==> config.mk <==
export PLATFORM = sky130hd
export DESIGN_NAME = pec_port_csr
export DESIGN_NICKNAME = d
export VERILOG_FILES = /design/src/rtl/pec_pkg.sv /design/src/rtl/pec_w1c.sv /design/src/rtl/pec_pkt_gate.sv /design/src/rtl/pec_port_csr.sv
export VERILOG_INCLUDE_DIRS = /design/src /design/src/rtl
export SDC_FILE = /design/constraint.sdc
export NUM_CORES = 1
export LEC_CHECK = 0
export BUFFER_PORTS_ARGS = -buffer_cell sky130_fd_sc_hd__buf_2
export CORE_AREA = 2 2 71 73
export DETAILED_ROUTE_END_ITERATION = 7
export DIE_AREA = 0 0 73 75
export PLACE_DENSITY = 0.81
export SLEW_MARGIN = 5
export SYNTH_ARGS = -nofsm -noshare
export SYNTH_HDL_FRONTEND = slang
export SYNTH_HIERARCHICAL = 1
export SYNTH_SLANG_ARGS = --single-unit
==> constraint.sdc <==
create_clock -name clock -period 0.95 [get_ports clock]
set_input_delay 0.095 -clock clock [delete_from_list [all_inputs] [get_ports clock]]
set_output_delay 0.095 -clock clock [all_outputs]
set_load 0.02 [all_outputs]
==> src/rtl/pec_defs.svh <==
/*
 * Offsets, field positions, reset values and codes of the port error and
 * status register and the port control register.
 * Assumes inclusion by bare name from the design files.
 */
`ifndef PEC_DEFS_SVH
`define PEC_DEFS_SVH

`define PEC_OFS_ERR_STAT      8'h58
`define PEC_OFS_CTRL          8'h5C

// error and status bit positions
`define PEC_ES_IDLE2_SUP      31
`define PEC_ES_IDLE2_EN       30
`define PEC_ES_IDLE_ACT       29
`define PEC_ES_FC_MODE        27
`define PEC_ES_OUT_RETRY_ENC  20
`define PEC_ES_OUT_RETRIED    19
`define PEC_ES_OUT_RETRY_STOP 18
`define PEC_ES_OUT_ERR_ENC    17
`define PEC_ES_OUT_ERR_STOP   16
`define PEC_ES_IN_RETRY_STOP  10
`define PEC_ES_IN_ERR_ENC     9
`define PEC_ES_IN_ERR_STOP    8
`define PEC_ES_PORT_ERR       2
`define PEC_ES_PORT_OK        1
`define PEC_ES_PORT_UNINIT    0

// control field positions
`define PEC_CT_WIDTH_HI       31
`define PEC_CT_WIDTH_LO       30
`define PEC_CT_INIT_W_HI      29
`define PEC_CT_INIT_W_LO      27
`define PEC_CT_OVR_HI         26
`define PEC_CT_OVR_LO         24
`define PEC_CT_PORT_DIS       23
`define PEC_CT_OUT_EN         22
`define PEC_CT_IN_EN          21
`define PEC_CT_ERR_CHK_DIS    20
`define PEC_CT_MCAST          19
`define PEC_CT_ENUM_BND       17
`define PEC_CT_EXT_OVR_HI     15
`define PEC_CT_EXT_OVR_LO     14
`define PEC_CT_EXT_SUP_HI     13
`define PEC_CT_EXT_SUP_LO     12
`define PEC_CT_PORT_TYPE      0

// reset values
`define PEC_RST_UNINIT        1'b1
`define PEC_RST_MCAST         1'b1
`define PEC_RST_PORT_TYPE     1'b1
`define PEC_RST_EXT           2'b00

// width override codes
`define PEC_OVR_NONE          3'b000
`define PEC_OVR_LANE0         3'b010
`define PEC_OVR_LANER         3'b011

`endif

==> src/rtl/pec_pkg.sv <==
/*
 * Types shared by the port error and control register bank.
 * Assumes nothing beyond a SystemVerilog compiler.
 */
package pec_pkg;

  // link events, one-cycle pulses from the link layer
  typedef struct packed {
    logic retry_sym;     // packet-retry symbol received
    logic acc_sym;       // packet-accepted symbol received
    logic nacc_sym;      // packet-not-accepted symbol received
    logic out_err;       // output-side error detected
    logic in_err;        // input-side error detected
    logic fatal_err;     // unrecoverable error
    logic out_retry;     // output retry occurred
  } pec_evt_s;

  // link state levels
  typedef struct packed {
    logic       out_retry_stop; // output in retry-stopped state
    logic       out_err_stop;   // output in error-stopped state
    logic       in_retry_stop;  // input waiting for restart-from-retry
    logic       in_err_stop;    // input waiting for link-request
    logic       port_ok;        // initialised, clean symbols exchanged
    logic [2:0] init_width;     // trained link width
  } pec_lvl_s;

  // control levels towards the port
  typedef struct packed {
    logic       port_dis;   // transceivers off
    logic       out_en;     // all packet types may be sent
    logic       in_en;      // all packet types may be accepted
    logic       chk_dis;    // error checking off
    logic       enum_bnd;   // enumeration boundary
    logic [2:0] width_ovr;  // width override code
  } pec_ctl_s;

  typedef enum logic [1:0] {
    PEC_PKT_IDLE,
    PEC_PKT_PASS,
    PEC_PKT_HOLD
  } pec_pkt_e;

endpackage

==> src/rtl/pec_w1c.sv <==
/*
 * One sticky flag set by a hardware event, cleared by writing one.
 * Assumes set and clear strobes on the same clock as the flag.
 */
`timescale 1ns/1ps

module pec_w1c (
  input  wire logic clock,   // core clock
  input  wire logic rstn,    // async reset, active low
  input  wire logic set_i,   // hardware event
  input  wire logic clr_i,   // software writes one
  output logic      flag_q   // sticky flag
);

  always_ff @(posedge clock or negedge rstn) begin
    if (!rstn) begin
      flag_q <= 1'b0;
    end else if (set_i) begin
      flag_q <= 1'b1;
    end else if (clr_i) begin
      flag_q <= 1'b0;
    end
  end

  AST_SET_WINS: assert property (@(posedge clock) disable iff (!rstn)
    set_i |=> flag_q) else $error("sticky flag lost a set");

endmodule // pec_w1c

==> src/rtl/pec_pkt_gate.sv <==
/*
 * Gates one packet stream by packet type: maintenance always passes,
 * other types pass only while the enable is set.
 * Assumes a request pulse with a maintenance mark and a same-clock enable.
 */
`timescale 1ns/1ps

module pec_pkt_gate
  import pec_pkg::*;
(
  input  wire logic clock,    // core clock
  input  wire logic rstn,     // async reset, active low
  input  wire logic req_i,    // packet offered, one cycle
  input  wire logic maint_i,  // packet is maintenance
  input  wire logic en_i,     // all types allowed
  output logic      pass_q,   // packet let through, pulse
  output logic      hold_q    // packet refused or held, pulse
);
  import pec_pkg::*;

  pec_pkt_e st_d;

  always_comb begin
    st_d = PEC_PKT_IDLE;
    if (req_i) begin
      st_d = (maint_i || en_i) ? PEC_PKT_PASS : PEC_PKT_HOLD;
    end
  end

  always_ff @(posedge clock or negedge rstn) begin
    if (!rstn) begin
      pass_q <= 1'b0;
      hold_q <= 1'b0;
    end else begin
      pass_q <= (st_d == PEC_PKT_PASS);
      hold_q <= (st_d == PEC_PKT_HOLD);
    end
  end

  AST_MAINT_PASS: assert property (@(posedge clock) disable iff (!rstn)
    req_i && maint_i |=> pass_q && !hold_q)
    else $error("maintenance packet not passed");

endmodule // pec_pkt_gate

==> src/rtl/pec_port_csr.sv <==
/*
 * Port error and status register and port control register of one serial
 * port, with the packet gating driven by the enables.
 * Assumes link events are one-cycle pulses and state levels on the core
 * clock; register port is address, strobes, read data one cycle later.
 */
// Our own choice: the strobed register port.
// Summary of operation
// - packet-retry sets retried; accept or not-accept clears
// - output retry-stopped mirrors output state
// - output error sets sticky flag, write one clears
// - output error-stopped high until link-response
// - input retry-stopped high awaiting restart
// - input error sets sticky flag, write one clears
// - input error-stopped high awaiting link-request
// - unrecoverable error sets sticky port-error flag
// - port OK when initialised; uninitialised resets high
// - trained width reported in read-only field
// - override accepts 000, 010, 011 only
// - port-disable turns transceivers off
// - output disabled sends only maintenance packets
// - input disabled refuses non-maintenance with not-accepted
// - error-check-disable bit turns checking off
// - multicast participant always reads one
// - writable enumeration-boundary bit
// - extended width fields tied to zero
// - output retry sets sticky flag, write one clears
`timescale 1ns/1ps
`include "pec_defs.svh"

module pec_port_csr
  import pec_pkg::*;
#(
  parameter logic [1:0] PORT_WIDTH  = 2'b00, // supported width code
  parameter logic [2:0] OVR_RST     = 3'b000, // override reset
  parameter logic       PDIS_RST    = 1'b0,  // port disable reset
  parameter logic       OEN_RST     = 1'b1,  // output enable reset
  parameter logic       IEN_RST     = 1'b1,  // input enable reset
  parameter logic       CHK_RST     = 1'b0,  // check disable reset
  parameter logic       ENUM_RST    = 1'b0,  // enum boundary reset
  parameter logic [3:0] IDLE_FC     = 4'h0   // bits 31,30,29,27
)(
  input  wire logic        clock,        // core clock
  input  wire logic        rstn,         // async reset, active low
  input  wire logic [7:0]  addr,         // register byte address
  input  wire logic [31:0] wdata,        // write data
  input  wire logic        wr,           // write strobe
  input  wire logic        rd,           // read strobe
  output logic      [31:0] rdata_q,      // read data, cycle after rd
  input  wire pec_pkg::pec_evt_s evt,    // link event pulses
  input  wire pec_pkg::pec_lvl_s lvl,    // link state levels
  input  wire logic        tx_req,       // outbound packet offered
  input  wire logic        tx_maint,     // outbound is maintenance
  input  wire logic        rx_req,       // inbound packet arrived
  input  wire logic        rx_maint,     // inbound is maintenance
  output logic             tx_pass_q,    // outbound sent, pulse
  output logic             tx_hold_q,    // outbound held back, pulse
  output logic             rx_pass_q,    // inbound accepted, pulse
  output logic             rx_nacc_q,    // send not-accepted, pulse
  output pec_pkg::pec_ctl_s ctl_q,       // control levels
  output logic             xcvr_en_q     // transceivers enabled
);
  import pec_pkg::*;

  // ==========================================================
  // decode
  logic wr_es;
  logic wr_ct;
  assign wr_es = wr && (addr == `PEC_OFS_ERR_STAT);
  assign wr_ct = wr && (addr == `PEC_OFS_CTRL);

  // ==========================================================
  // sticky flags
  logic out_retry_enc_q;
  logic out_err_enc_q;
  logic in_err_enc_q;
  logic port_err_q;

  pec_w1c u_out_retry_enc (
    .clock  (clock),
    .rstn   (rstn),
    .set_i  (evt.out_retry),
    .clr_i  (wr_es && wdata[`PEC_ES_OUT_RETRY_ENC]),
    .flag_q (out_retry_enc_q)
  );
  pec_w1c u_out_err_enc (
    .clock  (clock),
    .rstn   (rstn),
    .set_i  (evt.out_err),
    .clr_i  (wr_es && wdata[`PEC_ES_OUT_ERR_ENC]),
    .flag_q (out_err_enc_q)
  );
  pec_w1c u_in_err_enc (
    .clock  (clock),
    .rstn   (rstn),
    .set_i  (evt.in_err),
    .clr_i  (wr_es && wdata[`PEC_ES_IN_ERR_ENC]),
    .flag_q (in_err_enc_q)
  );
  pec_w1c u_port_err (
    .clock  (clock),
    .rstn   (rstn),
    .set_i  (evt.fatal_err),
    .clr_i  (wr_es && wdata[`PEC_ES_PORT_ERR]),
    .flag_q (port_err_q)
  );

  // ==========================================================
  // output retried
  logic out_retried_q;

  always_ff @(posedge clock or negedge rstn) begin
    if (!rstn) begin
      out_retried_q <= 1'b0;
    end else if (evt.retry_sym) begin
      out_retried_q <= 1'b1;
    end else if (evt.acc_sym || evt.nacc_sym) begin
      out_retried_q <= 1'b0;
    end
  end

  // ==========================================================
  // state mirrors
  logic       out_rstop_q;
  logic       out_estop_q;
  logic       in_rstop_q;
  logic       in_estop_q;
  logic       port_ok_q;
  logic       uninit_q;
  logic [2:0] init_w_q;

  always_ff @(posedge clock or negedge rstn) begin
    if (!rstn) begin
      out_rstop_q <= 1'b0;
      out_estop_q <= 1'b0;
      in_rstop_q  <= 1'b0;
      in_estop_q  <= 1'b0;
    end else begin
      out_rstop_q <= lvl.out_retry_stop;
      out_estop_q <= lvl.out_err_stop;
      in_rstop_q  <= lvl.in_retry_stop;
      in_estop_q  <= lvl.in_err_stop;
    end
  end

  always_ff @(posedge clock or negedge rstn) begin
    if (!rstn) begin
      port_ok_q <= 1'b0;
      uninit_q  <= `PEC_RST_UNINIT;
      init_w_q  <= 3'b000;
    end else begin
      port_ok_q <= lvl.port_ok;
      uninit_q  <= !lvl.port_ok;
      init_w_q  <= lvl.init_width;
    end
  end

  // ==========================================================
  // control register
  always_ff @(posedge clock or negedge rstn) begin
    if (!rstn) begin
      ctl_q.port_dis  <= PDIS_RST;
      ctl_q.out_en    <= OEN_RST;
      ctl_q.in_en     <= IEN_RST;
      ctl_q.chk_dis   <= CHK_RST;
      ctl_q.enum_bnd  <= ENUM_RST;
      ctl_q.width_ovr <= OVR_RST;
    end else if (wr_ct) begin
      ctl_q.port_dis <= wdata[`PEC_CT_PORT_DIS];
      ctl_q.out_en   <= wdata[`PEC_CT_OUT_EN];
      ctl_q.in_en    <= wdata[`PEC_CT_IN_EN];
      ctl_q.chk_dis  <= wdata[`PEC_CT_ERR_CHK_DIS];
      ctl_q.enum_bnd <= wdata[`PEC_CT_ENUM_BND];
      unique case (wdata[`PEC_CT_OVR_HI:`PEC_CT_OVR_LO])
        `PEC_OVR_NONE,
        `PEC_OVR_LANE0,
        `PEC_OVR_LANER: begin
          ctl_q.width_ovr <= wdata[`PEC_CT_OVR_HI:`PEC_CT_OVR_LO];
        end
        default: begin
          ctl_q.width_ovr <= ctl_q.width_ovr;
        end
      endcase
    end
  end

  // transceivers follow the disable bit one cycle later
  always_ff @(posedge clock or negedge rstn) begin
    if (!rstn) begin
      xcvr_en_q <= 1'b0;
    end else begin
      xcvr_en_q <= !ctl_q.port_dis;
    end
  end

  // ==========================================================
  // packet gating
  pec_pkt_gate u_tx_gate (
    .clock   (clock),
    .rstn    (rstn),
    .req_i   (tx_req),
    .maint_i (tx_maint),
    .en_i    (ctl_q.out_en),
    .pass_q  (tx_pass_q),
    .hold_q  (tx_hold_q)
  );
  pec_pkt_gate u_rx_gate (
    .clock   (clock),
    .rstn    (rstn),
    .req_i   (rx_req),
    .maint_i (rx_maint),
    .en_i    (ctl_q.in_en),
    .pass_q  (rx_pass_q),
    .hold_q  (rx_nacc_q)
  );

  // ==========================================================
  // read back
  logic [31:0] es_word;
  logic [31:0] ct_word;

  always_comb begin
    es_word = 32'h0000_0000;
    es_word[`PEC_ES_IDLE2_SUP]      = IDLE_FC[3];
    es_word[`PEC_ES_IDLE2_EN]       = IDLE_FC[2];
    es_word[`PEC_ES_IDLE_ACT]       = IDLE_FC[1];
    es_word[`PEC_ES_FC_MODE]        = IDLE_FC[0];
    es_word[`PEC_ES_OUT_RETRY_ENC]  = out_retry_enc_q;
    es_word[`PEC_ES_OUT_RETRIED]    = out_retried_q;
    es_word[`PEC_ES_OUT_RETRY_STOP] = out_rstop_q;
    es_word[`PEC_ES_OUT_ERR_ENC]    = out_err_enc_q;
    es_word[`PEC_ES_OUT_ERR_STOP]   = out_estop_q;
    es_word[`PEC_ES_IN_RETRY_STOP]  = in_rstop_q;
    es_word[`PEC_ES_IN_ERR_ENC]     = in_err_enc_q;
    es_word[`PEC_ES_IN_ERR_STOP]    = in_estop_q;
    es_word[`PEC_ES_PORT_ERR]       = port_err_q;
    es_word[`PEC_ES_PORT_OK]        = port_ok_q;
    es_word[`PEC_ES_PORT_UNINIT]    = uninit_q;
  end

  always_comb begin
    ct_word = 32'h0000_0000;
    ct_word[`PEC_CT_WIDTH_HI:`PEC_CT_WIDTH_LO] = PORT_WIDTH;
    ct_word[`PEC_CT_INIT_W_HI:`PEC_CT_INIT_W_LO] = init_w_q;
    ct_word[`PEC_CT_OVR_HI:`PEC_CT_OVR_LO] = ctl_q.width_ovr;
    ct_word[`PEC_CT_PORT_DIS]    = ctl_q.port_dis;
    ct_word[`PEC_CT_OUT_EN]      = ctl_q.out_en;
    ct_word[`PEC_CT_IN_EN]       = ctl_q.in_en;
    ct_word[`PEC_CT_ERR_CHK_DIS] = ctl_q.chk_dis;
    ct_word[`PEC_CT_MCAST]       = `PEC_RST_MCAST;
    ct_word[`PEC_CT_ENUM_BND]    = ctl_q.enum_bnd;
    ct_word[`PEC_CT_EXT_OVR_HI:`PEC_CT_EXT_OVR_LO] = `PEC_RST_EXT;
    ct_word[`PEC_CT_EXT_SUP_HI:`PEC_CT_EXT_SUP_LO] = `PEC_RST_EXT;
    ct_word[`PEC_CT_PORT_TYPE]   = `PEC_RST_PORT_TYPE;
  end

  always_ff @(posedge clock or negedge rstn) begin
    if (!rstn) begin
      rdata_q <= 32'h0000_0000;
    end else if (rd && addr == `PEC_OFS_ERR_STAT) begin
      rdata_q <= es_word;
    end else if (rd && addr == `PEC_OFS_CTRL) begin
      rdata_q <= ct_word;
    end else begin
      rdata_q <= 32'h0000_0000;
    end
  end

  // ==========================================================
  // checks
  AST_RETRIED_SET: assert property (
    @(posedge clock) disable iff (!rstn)
    evt.retry_sym |=> out_retried_q)
    else $error("retried not set");
  AST_RETRIED_CLR: assert property (
    @(posedge clock) disable iff (!rstn)
    !evt.retry_sym && (evt.acc_sym || evt.nacc_sym) |=> !out_retried_q)
    else $error("retried not cleared");
  AST_OUT_RSTOP: assert property (
    @(posedge clock) disable iff (!rstn)
    lvl.out_retry_stop |=> out_rstop_q)
    else $error("retry-stop lost");
  AST_OUT_ERR_SET: assert property (
    @(posedge clock) disable iff (!rstn)
    evt.out_err |=> out_err_enc_q)
    else $error("output error flag not set");
  AST_OUT_ERR_ENC: assert property (
    @(posedge clock) disable iff (!rstn)
    out_err_enc_q && !(wr_es && wdata[`PEC_ES_OUT_ERR_ENC]) |=> out_err_enc_q)
    else $error("output error flag dropped");
  AST_OUT_ESTOP: assert property (
    @(posedge clock) disable iff (!rstn)
    lvl.out_err_stop |=> out_estop_q)
    else $error("output error-stop lost");
  AST_IN_RSTOP: assert property (
    @(posedge clock) disable iff (!rstn)
    lvl.in_retry_stop |=> in_rstop_q)
    else $error("input retry-stop lost");
  AST_IN_ERR_ENC: assert property (
    @(posedge clock) disable iff (!rstn)
    evt.in_err ##1 !(wr_es && wdata[`PEC_ES_IN_ERR_ENC]) |=> in_err_enc_q)
    else $error("input error flag dropped");
  AST_IN_ESTOP: assert property (
    @(posedge clock) disable iff (!rstn)
    lvl.in_err_stop |=> in_estop_q)
    else $error("input error-stop lost");
  AST_PORT_ERR_SET: assert property (
    @(posedge clock) disable iff (!rstn)
    evt.fatal_err |=> port_err_q)
    else $error("port error flag not set");
  AST_PORT_OK: assert property (
    @(posedge clock) disable iff (!rstn)
    port_ok_q |-> !uninit_q)
    else $error("ok and uninit both high");
  AST_UNINIT: assert property (
    @(posedge clock) disable iff (!rstn)
    !lvl.port_ok |=> uninit_q)
    else $error("uninit low before port ok");
  AST_INIT_W: assert property (
    @(posedge clock) disable iff (!rstn)
    1'b1 |=> init_w_q == $past(lvl.init_width))
    else $error("trained width not mirrored");
  AST_OVR_BAD: assert property (
    @(posedge clock) disable iff (!rstn)
    wr_ct && !(wdata[26:24] inside {3'b000, 3'b010, 3'b011})
    |=> $stable(ctl_q.width_ovr))
    else $error("bad override taken");
  AST_XCVR_OFF: assert property (
    @(posedge clock) disable iff (!rstn)
    ctl_q.port_dis [*2] |-> !xcvr_en_q)
    else $error("xcvr on");
  AST_TX_HOLD: assert property (
    @(posedge clock) disable iff (!rstn)
    tx_req && !tx_maint && !ctl_q.out_en |=> tx_hold_q && !tx_pass_q)
    else $error("non-maintenance packet sent");
  AST_RX_NACC: assert property (
    @(posedge clock) disable iff (!rstn)
    rx_req && !rx_maint && !ctl_q.in_en |=> rx_nacc_q)
    else $error("no not-accepted");
  AST_CHK_DIS: assert property (
    @(posedge clock) disable iff (!rstn)
    wr_ct |=> ctl_q.chk_dis == $past(wdata[`PEC_CT_ERR_CHK_DIS]))
    else $error("check disable not written");
  AST_MCAST: assert property (
    @(posedge clock) disable iff (!rstn)
    rd && addr == `PEC_OFS_CTRL |=> rdata_q[19] && rdata_q[15:12] == 4'h0)
    else $error("fixed control bits wrong");
  AST_ENUM_BND: assert property (
    @(posedge clock) disable iff (!rstn)
    wr_ct |=> ctl_q.enum_bnd == $past(wdata[`PEC_CT_ENUM_BND]))
    else $error("enumeration boundary not written");
  AST_RETRY_ENC_SET: assert property (
    @(posedge clock) disable iff (!rstn)
    evt.out_retry |=> out_retry_enc_q)
    else $error("retry flag not set");
  AST_W1C_ZERO: assert property (
    @(posedge clock) disable iff (!rstn)
    port_err_q && wr_es && !wdata[`PEC_ES_PORT_ERR] |=> port_err_q)
    else $error("zero write cleared port error");

endmodule // pec_port_csr

==> impl_results.md <==
* Clock network power share at 33.5%
* CTS buffer count at 5
* Synth top area share at 60.6%
* Asr flop ratio synth at between 90% and 100%
* Yosys top cell by area: dfrtp_1
* Worst path max stage delay at 550 ps
* Clock transition at the registers of the reported paths at 80 ps
* Setup CP Type: reg2out
* Worst vdd ir at about 0.00060 V
* Most used flip-flop cell after synthesis: dfrtp_1
* Detailed Route WL at around 3800 um
* Largest register FFs at 20
* Average size of a mapped cell at 14.2 sq um
* Internal power at roughly 2.9 mW
* Startpoint type of the worst setup path: register
* N_diodes at 0
* Post-synthesis cell count at 128
* Die area at 0.00548 sq mm
* Total number of vias at 1,283
* First-pass DRT Iterations at 4
* Clock skew at 4.61 ps
* Hold Path Class: in2reg
* Flops & latches, synth at 47
* GRT Overall Usage at 14.1%
* Fin crit share at 110%
* Initial Utilization at 39.0%
* Hold path cells at 2
* Top reg by flops: rdata_q
* Finished Layout Cells at 290
* Drc violations at 0
* Number of global-route vias before repair at ~1,200
* Via density at 4.42
* Slowest CP cell: dfstp_2
* Crit-path max FO at 2
* Fin Hold WS at 23.6 ps
* Clock Path Buffers at 2
* M1 WL at 1480 um
* Layout cells sized above 1 at about half
* Maxcap violations at 0
* Family with the most delay on the worst path: flip-flops
* Post-synth EDFFs at 0
* DRT antenna net count at 0
* Min-delay src: tx_req
* Rows at 25
* Synth top cells by count: 44 x dfrtp_1, 12 x buf_4, 11 x and2_1
* Sequential area share after synthesis at between 60% and 70%
* Status: finished with violations
* RSZ-0062 raised after global routing: true
* R2R depth at 3
* DP Cell Count at 257
* CP arrival at ~950 ps
* Initial DRC Count at 32
* Fmax at ~960 MHz
* Failing checks: setup timing
* Area growth syn-to-layout at 45.2%
* WP data required at 850 ps
* Uppermost layer routed: met4
* Worst skew pair latency at around 290 ps
* TritonCTS sink count at 47
* Setup TNS at -180 ps
* Start point of the critical path: ctl_q[5]
* Die height at 75 um
* Combinational share of power at 11.1%
* Routed wire length on met2 at 2020 um
* Minimum clock period at 1040 ps
* Clock root buffer: clkbuf_8
* Critical path depth at 1
* Final setup fails at 2
* H-tree level count at 2
* DP HPWL at 2560 um
* Largest net degree at the start of global routing at 48
* Post-synthesis cell area at 0.00182 sq mm
* Lkg Pwr at between 1 and 1.5 nW
* # IOs at roughly 110
* Final WS setup at -93.0 ps
* Slew Limit Fails at 0
* Nets at 298
* DR WL/cell at 13.1 um
* Largest cells by area after synthesis: dfrtp_1 61%, buf_4 5.0%, dfstp_2 4.3%
* Switch share at 21.8%
* Worst reg2reg startpoint: ctl_q[5]
* Hold Vio Cnt, Final at 0
* Total power draw at 3.74 mW
* CP Capture Type: output port
* Part of the power in registers at 55.3%
* CTS tree: yes
* Power Density at ~1400 mW/mm^2
* Core area at 0.00466 sq mm
* NetSw at 0.815 mW
* Width of the chip at 73 um
* First-pass GRT wire length at 5610 um
* Initial antenna violation count at 0
* Yosys cell types at 27
* Yosys warns at 6
* Routed wl met3 at ~210 um
* Largest registers: rdata_q: 20 flops, ctl_q: 8 flops, init_w_q: 3 flops
* Most frequent cell after synthesis: dfrtp_1
* Crit-path cells: buf_6
* WP buf/inv at 1
* GP Congestion at 0.712
* I/O Buffers at 73
* Grt total ovfl at 0
## cell usage in the layout (no fill, tap or decap), types with 3 or more instances in the layout
master / instances
dfstp_2: 3
inv_1: 6
clkbuf_8: 7
mux2_4: 5
buf_4: 12
and2_1: 10
a21o_1: 5
dlygate4sd3_1: 16
conb_1: 12
buf_6: 12
dfrtp_1: 44
buf_2: 62
nor2_1: 6
and2_4: 10
## timing repair
action / CTS / global route
hold endpoints to repair: 60 / 0
endpoints found under the setup margin: 8 / 31
setup buffers: 7 / 2
hold buffers: 16 / 0
resized for setup: 10 / 18
pin swaps: 0 / 4
## layout make-up
cell class	instances	area [sq um]
Clock buffer	8	100
Fill cell	393	2020
Inverter	7	26.3
Multi-Input combinational cell	71	547
Sequential cell	47	1180
Tap cell	54	67.6
Timing Repair Buffer	103	716
## layer usage
| layer | vias to the layer above | GRT usage, % |
|---|---|---|
| met1 | 605 | 15.9 |
| met3 | 8 | 3.61 |
| met2 | 62 | 24.0 |
| met4 | 0 | 8.64 |
| li1 | 608 | - |
| met5 | - | 0 |
## power groups by stage
stage	logic, mW	clock network [mW]	registers [mW]
after floorplan	0.136	0	2.14
after global routing	0.450	1.38	2.07
final	0.415	1.25	2.07
after detailed placement	0.312	0	2.11
after CTS	0.396	1.30	2.07
after global placement	0.307	0	2.11
## metrics by stage
stage / util [%] / instance area [sq um] / setup WS, ps
after floorplan: - / 1860 / -104
after global placement: 47.8 / 2230 / -269
after detailed placement: 47.8 / 2230 / -289
after CTS: 55.2 / 2570 / -102
after global routing: 56.6 / 2640 / -140
final: 56.6 / 2640 / -93.0
## final timing paths
| path | end | slack [ps] |
|---|---|---|
| min in group asynchronous | rdata_q[8] | 320 |
| worst min register to register | rdata_q[8] | 450 |
| worst max register to register | ctl_q[5] | 10 |
| max in group asynchronous | ctl_q[5] | 360 |
| worst max-delay path | ctl_q[5] | -90 |
| worst min-delay path | u_tx_gate/pass_q | 20 |
## logic make-up (layout without fill, tap and decap cells)
group / after synthesis / after routing / share of synthesized area [%]
compound gates: 14 / 14 / 5.72
buf+inv: 21 / 118 / 7.65
flops: 47 / 47 / 65.0
mux: 5 / 5 / 4.13
other cells: 1 / 12 / 0.207
simple gates: 40 / 40 / 17.3
No activity file was read; power rests on OpenSTA's default activity.
